### config.mk
export PLATFORM = sky130hd
export DESIGN_NAME = lut_latch_top
export DESIGN_NICKNAME = d
export VERILOG_FILES = /design/src/design/lut_latch_pkg.sv /design/src/design/sr_latch_th.sv /design/src/design/lut_point_mem.sv /design/src/design/lut_latch_top.sv
export SDC_FILE = /design/constraint.sdc
export NUM_CORES = 2
export LEC_CHECK = 0
export BUFFER_PORTS_ARGS = -buffer_cell sky130_fd_sc_hd__buf_2
export CAP_MARGIN = 10
export CORE_MARGIN = 3
export CORE_UTILIZATION = 50
export DETAILED_ROUTE_END_ITERATION = 7
export PLACE_DENSITY = 0.78
export SETUP_SLACK_MARGIN = 0.1
export SLEW_MARGIN = 20
export SYNTH_ARGS = -nofsm -noshare
export SYNTH_HDL_FRONTEND = slang
export SYNTH_SLANG_ARGS = --single-unit
### constraint.sdc
create_clock -name core_clk -period 263 [get_ports core_clk]
set_input_delay 39.45 -clock core_clk [delete_from_list [all_inputs] [get_ports core_clk]]
set_output_delay 39.45 -clock core_clk [all_outputs]
set_load 0.03 [all_outputs]
### src/design/lut_latch_pkg.sv
`default_nettype none
package lut_latch_pkg;
  localparam int XW = 16;
  localparam int YW = 16;
  localparam int NPTS = 11;
  localparam int PIDX_W = 4;
  localparam int SEL_W = 4;
  localparam int NSRC = 16;
  localparam int AW = 8;
  localparam logic [1:0] RESP_IGNORE = 2'h0;
  localparam logic [1:0] RESP_RAMP = 2'h1;
  localparam logic [1:0] RESP_JUMP = 2'h2;
  localparam logic AXIS_DATA = 1'h0;
  localparam logic AXIS_TIME = 1'h1;
  localparam logic [7:0] PCT_FULL = 8'h64;
  // time base
  localparam int CLK_HZ = 50_000_000;
  localparam int MS_TIME = 1;
  localparam int MS_CYCLES = CLK_HZ / 1000 * MS_TIME;
  // register map
  localparam logic [AW-1:0] ADDR_CTRL = 8'h00;
  localparam logic [AW-1:0] ADDR_SET_TH = 8'h04;
  localparam logic [AW-1:0] ADDR_RST_TH = 8'h08;
  localparam logic [AW-1:0] ADDR_XRANGE = 8'h0c;
  localparam logic [AW-1:0] ADDR_STATUS = 8'h10;
  localparam logic [AW-1:0] ADDR_YRANGE = 8'h14;
  localparam logic [AW-1:0] ADDR_OUT = 8'h18;
  localparam logic [1:0] REGION_REGS = 2'h0;
  localparam logic [1:0] REGION_X = 2'h1;
  localparam logic [1:0] REGION_Y = 2'h2;
  localparam logic [1:0] REGION_RESP = 2'h3;
  // field positions
  localparam int CTRL_AXIS_BIT = 0;
  localparam int CTRL_REPEAT_BIT = 1;
  localparam int CTRL_SEL_LSB = 4;
  localparam int TH_MIN_LSB = 0;
  localparam int TH_MAX_LSB = 8;
  localparam int XR_MIN_LSB = 0;
  localparam int XR_MAX_LSB = 16;
  // reset values
  localparam logic [7:0] TH_MIN_RST = 8'h19;
  localparam logic [7:0] TH_MAX_RST = 8'h4b;
  localparam logic [XW-1:0] XMIN_RST = 16'h0000;
  localparam logic [XW-1:0] XMAX_RST = 16'hffff;

  typedef struct packed {
    logic [7:0] max;
    logic [7:0] min;
  } thresh_t;

  typedef struct packed {
    logic [XW-1:0] x;
    logic signed [YW-1:0] y;
    logic [1:0] resp;
  } point_t;
endpackage
`default_nettype wire

### src/design/sr_latch_th.sv
`default_nettype none
module sr_latch_th #(
  parameter int SW = 16,
  parameter logic [SW-1:0] FULL = '1
) (
  // clock and reset
  input wire logic core_clk,
  input wire logic srst,
  // sources and thresholds
  input wire logic [SW-1:0] set_src,
  input wire logic [SW-1:0] rst_src,
  input wire lut_latch_pkg::thresh_t set_th,
  input wire lut_latch_pkg::thresh_t rst_th,
  // states
  output logic set_on,
  output logic rst_on,
  output logic latch_q
);
  initial begin
    if (SW < 1 || FULL == '0) $error("sr_latch_th: bad parameters");
  end

  ////////////////////////////////////////////////////////////////
  // thresholds with dead band
  function automatic logic level(logic old, logic [SW-1:0] src,
                                 lut_latch_pkg::thresh_t th);
    logic [SW+7:0] scaled;
    logic [SW+7:0] hi;
    logic [SW+7:0] lo;
    scaled = src * lut_latch_pkg::PCT_FULL;
    hi = th.max * FULL;
    lo = th.min * FULL;
    if (scaled >= hi) begin
      return 1'b1;
    end else if (scaled <= lo) begin
      return 1'b0;
    end
    return old;
  endfunction

  logic set_on_reg;
  logic rst_on_reg;
  logic latch_reg;

  always_ff @(posedge core_clk) begin
    if (srst) begin
      set_on_reg <= 1'b0;
      rst_on_reg <= 1'b0;
    end else begin
      set_on_reg <= level(set_on_reg, set_src, set_th);
      rst_on_reg <= level(rst_on_reg, rst_src, rst_th);
    end
  end

  always_ff @(posedge core_clk) begin
    if (srst) begin
      latch_reg <= 1'b0;
    end else if (rst_on_reg) begin
      latch_reg <= 1'b0;
    end else if (set_on_reg) begin
      latch_reg <= 1'b1;
    end
  end

  assign set_on = set_on_reg;
  assign rst_on = rst_on_reg;
  assign latch_q = latch_reg;

  ////////////////////////////////////////////////////////////////
  a_reset_wins: assert property (@(posedge core_clk) disable iff (srst)
    rst_on_reg |=> !latch_reg) else $error("latch not off under reset input");
  a_set_turns_on: assert property (@(posedge core_clk) disable iff (srst)
    set_on_reg && !rst_on_reg |=> latch_reg) else $error("latch not set");
  a_latch_holds: assert property (@(posedge core_clk) disable iff (srst)
    !set_on_reg && !rst_on_reg |=> $stable(latch_reg)) else $error("latch moved");
  a_band_hold: assert property (@(posedge core_clk) disable iff (srst)
    ((SW+8)'(set_src) * lut_latch_pkg::PCT_FULL < (SW+8)'(set_th.max) * FULL) &&
    ((SW+8)'(set_src) * lut_latch_pkg::PCT_FULL > (SW+8)'(set_th.min) * FULL)
    |=> $stable(set_on_reg)) else $error("dead band not held");
endmodule
`default_nettype wire

### src/design/lut_point_mem.sv
`default_nettype none
module lut_point_mem #(
  parameter int DEPTH = lut_latch_pkg::NPTS,
  parameter int IW = lut_latch_pkg::PIDX_W
) (
  // clock and reset
  input wire logic core_clk,
  input wire logic srst,
  // write port, one enable per field
  input wire logic [2:0] wr_field,
  input wire logic [IW-1:0] wr_idx,
  input wire lut_latch_pkg::point_t wr_pt,
  // two read ports
  input wire logic [IW-1:0] rd_idx_a,
  output lut_latch_pkg::point_t rd_pt_a,
  input wire logic [IW-1:0] rd_idx_b,
  output lut_latch_pkg::point_t rd_pt_b
);
  initial begin
    if (DEPTH < 2 || DEPTH > (1 << IW)) $error("lut_point_mem: bad depth");
  end

  lut_latch_pkg::point_t mem_reg [DEPTH];
  lut_latch_pkg::point_t rd_a_reg;
  lut_latch_pkg::point_t rd_b_reg;

  always_ff @(posedge core_clk) begin
    if (srst) begin
      for (int i = 0; i < DEPTH; i++) begin
        mem_reg[i] <= '0;
      end
    end else if (32'(wr_idx) < DEPTH) begin
      if (wr_field[0]) mem_reg[wr_idx].x <= wr_pt.x;
      if (wr_field[1]) mem_reg[wr_idx].y <= wr_pt.y;
      if (wr_field[2]) mem_reg[wr_idx].resp <= wr_pt.resp;
    end
  end

  function automatic lut_latch_pkg::point_t fetch(logic [IW-1:0] idx);
    lut_latch_pkg::point_t p;
    p = (32'(idx) < DEPTH) ? mem_reg[idx] : '0;
    if (idx == '0) p.resp = lut_latch_pkg::RESP_JUMP;
    return p;
  endfunction

  always_ff @(posedge core_clk) begin
    if (srst) begin
      rd_a_reg <= '0;
      rd_b_reg <= '0;
    end else begin
      rd_a_reg <= fetch(rd_idx_a);
      rd_b_reg <= fetch(rd_idx_b);
    end
  end

  assign rd_pt_a = rd_a_reg;
  assign rd_pt_b = rd_b_reg;

  a_zero_is_jump: assert property (@(posedge core_clk) disable iff (srst)
    rd_idx_a == '0 |=> rd_a_reg.resp == lut_latch_pkg::RESP_JUMP)
    else $error("point zero not jump");
endmodule
`default_nettype wire

### src/design/lut_latch_top.sv
`default_nettype none
module lut_latch_top #(
  parameter int MS_CYC = lut_latch_pkg::MS_CYCLES,
  parameter logic [15:0] SRC_FULL = 16'hffff
) (
  // clock and reset
  input wire logic core_clk,
  input wire logic srst,
  // apb slave
  input wire logic psel,
  input wire logic penable,
  input wire logic pwrite,
  input wire logic [lut_latch_pkg::AW-1:0] paddr,
  input wire logic [31:0] pwdata,
  output logic [31:0] prdata,
  output logic pready,
  output logic pslverr,
  // sources from other blocks
  input wire logic [lut_latch_pkg::NSRC-1:0][15:0] src_data,
  input wire logic [15:0] latch_set_src,
  input wire logic [15:0] latch_rst_src,
  // results
  output logic latch_out,
  output logic signed [lut_latch_pkg::YW-1:0] lut_out,
  output logic signed [lut_latch_pkg::YW-1:0] lut_out_min,
  output logic signed [lut_latch_pkg::YW-1:0] lut_out_max,
  output logic lut_done
);
  localparam int XW = lut_latch_pkg::XW;
  localparam int YW = lut_latch_pkg::YW;
  localparam int IW = lut_latch_pkg::PIDX_W;
  localparam int MSW = $clog2(MS_CYC + 1);

  initial begin
    if (MS_CYC < 1) $error("lut_latch_top: MS_CYC must be positive");
  end

  typedef enum logic [1:0] {ST_IDLE, ST_FETCH, ST_EVAL, ST_DONE} sweep_t;

  ////////////////////////////////////////////////////////////////
  // apb registers
  logic [7:0] ctrl_reg;
  lut_latch_pkg::thresh_t set_th_reg;
  lut_latch_pkg::thresh_t rst_th_reg;
  logic [XW-1:0] xmin_reg;
  logic [XW-1:0] xmax_reg;
  logic ack_reg;
  logic [31:0] prdata_reg;
  logic [1:0] region;
  logic [IW-1:0] bus_idx;
  logic idx_ok;
  logic reg_ok;
  logic wr_go;
  logic [2:0] wr_field;
  lut_latch_pkg::point_t wr_pt;
  lut_latch_pkg::point_t pt_a;
  lut_latch_pkg::point_t pt_b;
  logic set_on;
  logic rst_on;

  assign region = paddr[7:6];
  assign bus_idx = paddr[5:2];
  assign idx_ok = 32'(bus_idx) < lut_latch_pkg::NPTS && paddr[1:0] == 2'h0;
  assign reg_ok = paddr == lut_latch_pkg::ADDR_CTRL || paddr == lut_latch_pkg::ADDR_SET_TH
    || paddr == lut_latch_pkg::ADDR_RST_TH || paddr == lut_latch_pkg::ADDR_XRANGE
    || paddr == lut_latch_pkg::ADDR_STATUS || paddr == lut_latch_pkg::ADDR_YRANGE
    || paddr == lut_latch_pkg::ADDR_OUT;
  assign pready = ack_reg;
  assign pslverr = ack_reg && (region == lut_latch_pkg::REGION_REGS ? !reg_ok : !idx_ok);
  assign wr_go = psel && penable && ack_reg && pwrite && !pslverr;

  // every access answers on its second access cycle
  always_ff @(posedge core_clk) begin
    if (srst) begin
      ack_reg <= 1'b0;
    end else begin
      ack_reg <= psel && penable && !ack_reg;
    end
  end

  always_ff @(posedge core_clk) begin
    if (srst) begin
      ctrl_reg <= '0;
      set_th_reg <= {lut_latch_pkg::TH_MAX_RST, lut_latch_pkg::TH_MIN_RST};
      rst_th_reg <= {lut_latch_pkg::TH_MAX_RST, lut_latch_pkg::TH_MIN_RST};
      xmin_reg <= lut_latch_pkg::XMIN_RST;
      xmax_reg <= lut_latch_pkg::XMAX_RST;
    end else if (wr_go && region == lut_latch_pkg::REGION_REGS) begin
      case (paddr)
        lut_latch_pkg::ADDR_CTRL: ctrl_reg <= pwdata[7:0];
        lut_latch_pkg::ADDR_SET_TH: set_th_reg <= pwdata[15:0];
        lut_latch_pkg::ADDR_RST_TH: rst_th_reg <= pwdata[15:0];
        lut_latch_pkg::ADDR_XRANGE: begin
          xmin_reg <= pwdata[lut_latch_pkg::XR_MIN_LSB +: XW];
          xmax_reg <= pwdata[lut_latch_pkg::XR_MAX_LSB +: XW];
        end
        default: ;
      endcase
    end
  end

  always_comb begin
    wr_field = 3'h0;
    if (wr_go) begin
      case (region)
        lut_latch_pkg::REGION_X: wr_field = 3'h1;
        lut_latch_pkg::REGION_Y: wr_field = 3'h2;
        lut_latch_pkg::REGION_RESP: wr_field = 3'h4;
        default: wr_field = 3'h0;
      endcase
    end
    wr_pt.x = pwdata[XW-1:0];
    wr_pt.y = pwdata[YW-1:0];
    wr_pt.resp = pwdata[1:0];
  end

  always_ff @(posedge core_clk) begin
    if (srst) begin
      prdata_reg <= '0;
    end else if (psel && penable && !ack_reg) begin
      case (paddr)
        lut_latch_pkg::ADDR_CTRL: prdata_reg <= {24'h0, ctrl_reg};
        lut_latch_pkg::ADDR_SET_TH: prdata_reg <= {16'h0, set_th_reg};
        lut_latch_pkg::ADDR_RST_TH: prdata_reg <= {16'h0, rst_th_reg};
        lut_latch_pkg::ADDR_XRANGE: prdata_reg <= {xmax_reg, xmin_reg};
        lut_latch_pkg::ADDR_STATUS: prdata_reg <= {29'h0, rst_on, set_on, latch_out};
        lut_latch_pkg::ADDR_YRANGE: prdata_reg <= {lut_out_max, lut_out_min};
        lut_latch_pkg::ADDR_OUT: prdata_reg <= {{(32-YW){lut_out[YW-1]}}, lut_out};
        default: prdata_reg <= '0;
      endcase
    end
  end

  always_comb begin
    case (region)
      lut_latch_pkg::REGION_X: prdata = idx_ok ? {16'h0, pt_b.x} : '0;
      lut_latch_pkg::REGION_Y: prdata = idx_ok ? {16'h0, pt_b.y} : '0;
      lut_latch_pkg::REGION_RESP: prdata = idx_ok ? {30'h0, pt_b.resp} : '0;
      default: prdata = prdata_reg;
    endcase
  end

  ////////////////////////////////////////////////////////////////
  // latch and point store
  sr_latch_th #(.SW(16), .FULL(SRC_FULL)) u_latch (
    .core_clk(core_clk),
    .srst(srst),
    .set_src(latch_set_src),
    .rst_src(latch_rst_src),
    .set_th(set_th_reg),
    .rst_th(rst_th_reg),
    .set_on(set_on),
    .rst_on(rst_on),
    .latch_q(latch_out)
  );

  sweep_t state_reg;
  logic [IW-1:0] idx_reg;

  lut_point_mem #(.DEPTH(lut_latch_pkg::NPTS), .IW(IW)) u_mem (
    .core_clk(core_clk),
    .srst(srst),
    .wr_field(wr_field),
    .wr_idx(bus_idx),
    .wr_pt(wr_pt),
    .rd_idx_a(idx_reg),
    .rd_pt_a(pt_a),
    .rd_idx_b(bus_idx),
    .rd_pt_b(pt_b)
  );

  ////////////////////////////////////////////////////////////////
  // input selection and elapsed time
  logic time_mode;
  logic [15:0] sel_src;
  logic enable;
  logic en_prev_reg;
  logic [MSW-1:0] ms_cnt_reg;
  logic ms_tick;
  logic [XW-1:0] elapsed_reg;
  logic restart_reg;

  assign time_mode = ctrl_reg[lut_latch_pkg::CTRL_AXIS_BIT] == lut_latch_pkg::AXIS_TIME;
  assign sel_src = src_data[ctrl_reg[lut_latch_pkg::CTRL_SEL_LSB +: lut_latch_pkg::SEL_W]];
  assign enable = sel_src != 16'h0000;
  assign ms_tick = ms_cnt_reg == MSW'(MS_CYC - 1);

  always_ff @(posedge core_clk) begin
    if (srst || ms_tick) begin
      ms_cnt_reg <= '0;
    end else begin
      ms_cnt_reg <= ms_cnt_reg + 1'b1;
    end
  end

  always_ff @(posedge core_clk) begin
    if (srst) begin
      en_prev_reg <= 1'b0;
      elapsed_reg <= '0;
    end else begin
      en_prev_reg <= enable;
      if (!enable || !en_prev_reg || restart_reg) begin
        elapsed_reg <= '0;
      end else if (ms_tick && elapsed_reg != '1) begin
        elapsed_reg <= elapsed_reg + 1'b1;
      end
    end
  end

  ////////////////////////////////////////////////////////////////
  // table sweep
  function automatic logic [XW-1:0] clamp_x(logic [XW-1:0] x, logic [XW-1:0] lo,
                                            logic [XW-1:0] hi);
    if (x < lo) return lo;
    if (x > hi) return hi;
    return x;
  endfunction

  function automatic logic signed [YW-1:0] interp(logic [XW-1:0] x0, logic [XW-1:0] x1,
      logic [XW-1:0] v, logic signed [YW-1:0] y0, logic signed [YW-1:0] y1);
    logic signed [YW:0] dy;
    logic signed [XW:0] dx;
    logic signed [XW:0] span;
    logic signed [YW+XW+1:0] prod;
    logic signed [YW+XW+1:0] q;
    dy = {y1[YW-1], y1} - {y0[YW-1], y0};
    dx = {1'b0, v - x0};
    span = {1'b0, x1 - x0};
    if (x1 == x0) return y1;
    prod = dy * dx;
    q = prod / span;
    return y0 + q[YW-1:0];
  endfunction

  logic [XW-1:0] v_reg;
  logic [XW-1:0] prev_x_reg;
  logic signed [YW-1:0] prev_y_reg;
  logic signed [YW-1:0] res_reg;
  logic signed [YW-1:0] ymin_reg;
  logic signed [YW-1:0] ymax_reg;
  logic found_reg;
  logic signed [YW-1:0] out_reg;
  logic signed [YW-1:0] omin_reg;
  logic signed [YW-1:0] omax_reg;
  logic done_reg;
  logic active;
  logic last;
  logic [XW-1:0] x_eff;

  assign active = idx_reg == '0 || pt_a.resp != lut_latch_pkg::RESP_IGNORE;
  assign last = 32'(idx_reg) == lut_latch_pkg::NPTS - 1;
  // x kept rising and in range
  assign x_eff = clamp_x((idx_reg != '0 && pt_a.x < prev_x_reg) ? prev_x_reg : pt_a.x,
                         xmin_reg, xmax_reg);

  always_ff @(posedge core_clk) begin
    if (srst) begin
      state_reg <= ST_IDLE;
      idx_reg <= '0;
      v_reg <= '0;
      prev_x_reg <= '0;
      prev_y_reg <= '0;
      res_reg <= '0;
      ymin_reg <= '0;
      ymax_reg <= '0;
      found_reg <= 1'b0;
    end else begin
      case (state_reg)
        ST_IDLE: begin
          idx_reg <= '0;
          found_reg <= 1'b0;
          v_reg <= time_mode ? elapsed_reg : sel_src;
          state_reg <= ST_FETCH;
        end
        ST_FETCH: state_reg <= ST_EVAL;
        ST_EVAL: begin
          if (active) begin
            prev_x_reg <= x_eff;
            prev_y_reg <= pt_a.y;
            ymin_reg <= (idx_reg == '0 || pt_a.y < ymin_reg) ? pt_a.y : ymin_reg;
            ymax_reg <= (idx_reg == '0 || pt_a.y > ymax_reg) ? pt_a.y : ymax_reg;
            if (!found_reg && v_reg <= x_eff) begin
              found_reg <= 1'b1;
              if (idx_reg == '0 || pt_a.resp != lut_latch_pkg::RESP_RAMP) begin
                res_reg <= pt_a.y;
              end else begin
                res_reg <= interp(prev_x_reg, x_eff, v_reg, prev_y_reg, pt_a.y);
              end
            end
          end
          if (!active || last) begin
            state_reg <= ST_DONE;
          end else begin
            idx_reg <= idx_reg + 1'b1;
            state_reg <= ST_FETCH;
          end
        end
        ST_DONE: state_reg <= ST_IDLE;
        default: state_reg <= ST_IDLE;
      endcase
    end
  end

  always_ff @(posedge core_clk) begin
    if (srst) begin
      out_reg <= '0;
      omin_reg <= '0;
      omax_reg <= '0;
      done_reg <= 1'b0;
      restart_reg <= 1'b0;
    end else begin
      done_reg <= state_reg == ST_DONE;
      restart_reg <= state_reg == ST_DONE && time_mode && !found_reg
        && ctrl_reg[lut_latch_pkg::CTRL_REPEAT_BIT];
      if (state_reg == ST_DONE) begin
        out_reg <= found_reg ? res_reg : prev_y_reg;
        omin_reg <= ymin_reg;
        omax_reg <= ymax_reg;
      end
    end
  end

  assign lut_out = out_reg;
  assign lut_out_min = omin_reg;
  assign lut_out_max = omax_reg;
  assign lut_done = done_reg;

  ////////////////////////////////////////////////////////////////
  a_ignore_stops: assert property (@(posedge core_clk) disable iff (srst)
    state_reg == ST_EVAL && !active |=> state_reg == ST_DONE)
    else $error("sweep continued past ignore");
  a_x_rising: assert property (@(posedge core_clk) disable iff (srst)
    state_reg == ST_EVAL && idx_reg != '0 && xmin_reg <= xmax_reg && prev_x_reg >= xmin_reg
    |-> x_eff >= prev_x_reg || x_eff == xmax_reg) else $error("x order broken");
  a_repeat_data: assert property (@(posedge core_clk) disable iff (srst)
    !time_mode ##1 !time_mode |-> !restart_reg) else $error("repeat in data mode");
  a_elapsed_start: assert property (@(posedge core_clk) disable iff (srst)
    enable && !en_prev_reg |=> elapsed_reg == '0) else $error("elapsed not cleared");
  a_out_in_range: assert property (@(posedge core_clk) disable iff (srst)
    done_reg && $past(found_reg, 2) |-> out_reg >= omin_reg && out_reg <= omax_reg)
    else $error("output outside y range");
  a_jump_value: assert property (@(posedge core_clk) disable iff (srst)
    state_reg == ST_EVAL && active && !found_reg && v_reg <= x_eff
    && pt_a.resp == lut_latch_pkg::RESP_JUMP |=> res_reg == $past(pt_a.y))
    else $error("jump value wrong");
  a_data_source: assert property (@(posedge core_clk) disable iff (srst)
    state_reg == ST_IDLE && !time_mode |=> v_reg == $past(sel_src))
    else $error("wrong data source");
endmodule
`default_nettype wire

==> impl_metrics.json <==
{
  "setup_ws_ns": 132.54,
  "io_buffers": 416,
  "antenna_found_initial": 20,
  "grt_usage": 0.335,
  "layout-drive-gt1-share": 0.126,
  "critPathLaunchType": "register",
  "die_x_um": 440,
  "clock_latency_ns": 0.73,
  "layout_common_cells": "nor2_1, ha_1, inv_1",
  "ff2ff_path_depth": 582,
  "ys_seq_elements": 910,
  "status": "finished clean",
  "gr-total-overflow": 0,
  "cp-end-kind": "register",
  "ant_nets": 0,
  "ys_seq_area_frac": 0.247,
  "hold_depth": 2,
  "slew_headroom": 0.225,
  "final_common_cell": "nor2_1",
  "final_area_um2": 103000,
  "yosys_most_used_dff": "edfxtp_1",
  "routed-via-count": 83400,
  "rsz0062_at_grt": "no",
  "postCtsResizedCells": 0,
  "grt_pass1_wl_um": 498000,
  "met3_usage": 0.0660,
  "hold_path_end": "lut_out_min[7]",
  "r2r_slack_ns": 132.54,
  "rows": 158,
  "die_area_um2": 194000,
  "synth_edf_count": 510,
  "grt.busiest_layer": "met2",
  "post_cts_buffers": 0,
  "cp.arrival_ns": 131.06,
  "grt_use_met2": 0.556,
  "fin_worst_skew_ns": 0.0648,
  "hold_class": "reg2reg",
  "cts-buffers-inserted": 92,
  "finalHoldViolations": 0,
  "rr_endpoint": "res_reg[15]",
  "cts_max_level": 3,
  "max_cap_viol_count": 0,
  "period_share": 0.496,
  "synth-async-reset-ratio": 0,
  "cts.hold.buffers_added": 0,
  "max_clock_freq_ghz": 0.00766,
  "reg2reg_from": "u_mem.rd_pt_a[2]",
  "worst-path-max-fanout": 39,
  "area_delta_synth_final_pct": 9.39,
  "netlist_area_um2": 94300,
  "gp_congestion": 1.04,
  "holdCritStartpoint": "ymin_reg[7]",
  "die_h_um": 440,
  "crit_top_cell": "o21a_1",
  "layout.nets": 12500,
  "ioPinCount": 417,
  "place_ws_ns": 134.53,
  "finalWirelength_um": 332000,
  "initial_utilization": 0.506,
  "clkTransAtPathRegs_ns": 0.06,
  "cpPeakStageDelay_ns": 0.74,
  "synthCells": 10300,
  "fin_tns_setup_ns": 0,
  "worstSetupPathType": "reg2reg",
  "remaining_drc_errors": 0,
  "grt_max_degree": 154,
  "drt-initial-drc-count": 8178,
  "wl_per_cell_um": 25.0,
  "worst_slew_pin_slew_ns": 1.16,
  "cts_buffer_depth": 3,
  "cts_root_buffer": "clkbuf_16",
  "grt_pass1_vias": 83100,
  "hpwl_um": 259000,
  "design.core.area_um2": 186000,
  "cp.required_ns": 263.60,
  "nFillCells": 16200,
  "crit_start": "u_mem.rd_pt_a[2]",
  "synth-warning-count": 0,
  "place_area_um2": 99800,
  "dr.pass1.iters": 8,
  "largest_reg_flops": 544,
  "syn_area_per_cell_um2": 9.17,
  "cts_sinks": 910,
  "drv_slew": 0,
  "cts_tree": "built",
  "use_met1": 0.401,
  "via_per_inst": 6.28,
  "finalSetupViolCount": 0,
  "slowest_stage": "nor2_2",
  "finalCriticalPeriod_ns": 130.46,
  "synth_cell_types": 151
}
how the worst max path moves through the flow:
stage | to | slack [ns]
global route | res_reg[15] | 122.78
global placement | res_reg[15] | 137.53
detailed placement | res_reg[15] | 134.53
CTS | res_reg[15] | 133.90
floorplan | res_reg[15] | 142.03
finish | res_reg[15] | 132.54
synthesized netlist by cell type (18+ instances only):
library cell | number | area (um2)
nor3_1 | 328 | 1640
clkbuf_1 | 305 | 1140
buf_2 | 18 | 90.1
a21o_1 | 178 | 1340
a211o_1 | 46 | 403
mux2_2 | 84 | 946
and3_1 | 55 | 344
and2_1 | 100 | 626
nor2_1 | 1157 | 4340
dfxtp_1 | 400 | 8010
mux2i_1 | 171 | 1710
xor2_1 | 159 | 1390
xnor2_1 | 283 | 2480
nand4_1 | 75 | 469
o21a_1 | 279 | 2090
o31ai_1 | 149 | 1120
o211a_1 | 32 | 320
a221oi_1 | 24 | 210
o21ai_1 | 28 | 140
o21ai_0 | 296 | 1480
o22a_1 | 36 | 315
a22oi_1 | 27 | 203
or2_2 | 73 | 457
ha_1 | 1023 | 12800
a211oi_1 | 88 | 661
nand2b_1 | 117 | 732
nand3_1 | 106 | 531
nor2b_1 | 163 | 1020
fa_1 | 414 | 8290
nand2_1 | 856 | 3210
mux4_2 | 316 | 7120
o211ai_1 | 36 | 270
inv_1 | 938 | 3520
o21bai_1 | 84 | 631
nor4_1 | 42 | 263
a31oi_1 | 67 | 419
a21oi_1 | 659 | 3300
or3_1 | 63 | 394
buf_1 | 58 | 218
edfxtp_1 | 510 | 15300
kinds of logic (layout without fill, tap and decap cells):
| logic type | count (synthesis) | after routing | synth area share |
|---|---|---|---|
| other | 1 | 173 | 0.0000398 |
| AND/OR/NAND/NOR | 3286 | 3286 | 0.164 |
| buffers and inverters | 1349 | 1689 | 0.0554 |
| XOR/XNOR | 443 | 443 | 0.0412 |
| multiplexers | 574 | 574 | 0.104 |
| AO/OA/AOI/OAI | 2278 | 2278 | 0.164 |
| adder cells (fa/ha/maj) | 1444 | 1444 | 0.224 |
| flip-flops | 910 | 910 | 0.247 |
stage by stage:
stage | instances | util | hold WS [ns]
finish | 13300 | 0.553 | 0.453
global placement | 13100 | 0.535 | 0.433
CTS | 13300 | 0.553 | 0.449
detailed placement | 13100 | 0.536 | 0.445
floorplan | 10500 | - | 0.423
global route | 13300 | 0.553 | 0.478
routing by layer:
| layer | vias to the layer above | share of wire |
|---|---|---|
| li1 | 37500 | - |
| met1 | 40400 | 0.37 |
| met2 | 4314 | 0.46 |
| met3 | 1193 | 0.090 |
| met4 | 8 | 0.075 |
| met5 | - | 0.00015 |
critical path: cells and delay by family, from the launching register on:
family	cells	cell delay, ns
AOI/OAI and AO/OA	355	73.52
and+or+nand+nor	146	32.89
adders and majority gates	44	14.66
buffers and inverters	25	4.99
muxes	7	2.28
xor gates and xnor gates	5	1.37
DFF	1	0.34
area by class of cell:
cell class,count,area [um2],share of cell area
Clock buffer,134,2670,0.0259
Multi-Input combinational cell,8195,66600,0.645
Inverter,942,3540,0.0343
Antenna cell,3,7.51,0.0000728
Timing Repair Buffer,575,3310,0.0321
Sequential cell,910,23300,0.226
Clock inverter,38,594,0.00576
Tap cell,2480,3100,0.0301
Power is not shown: default switching activity piles up to over one toggle a cycle in this logic, so the estimate is an artifact.
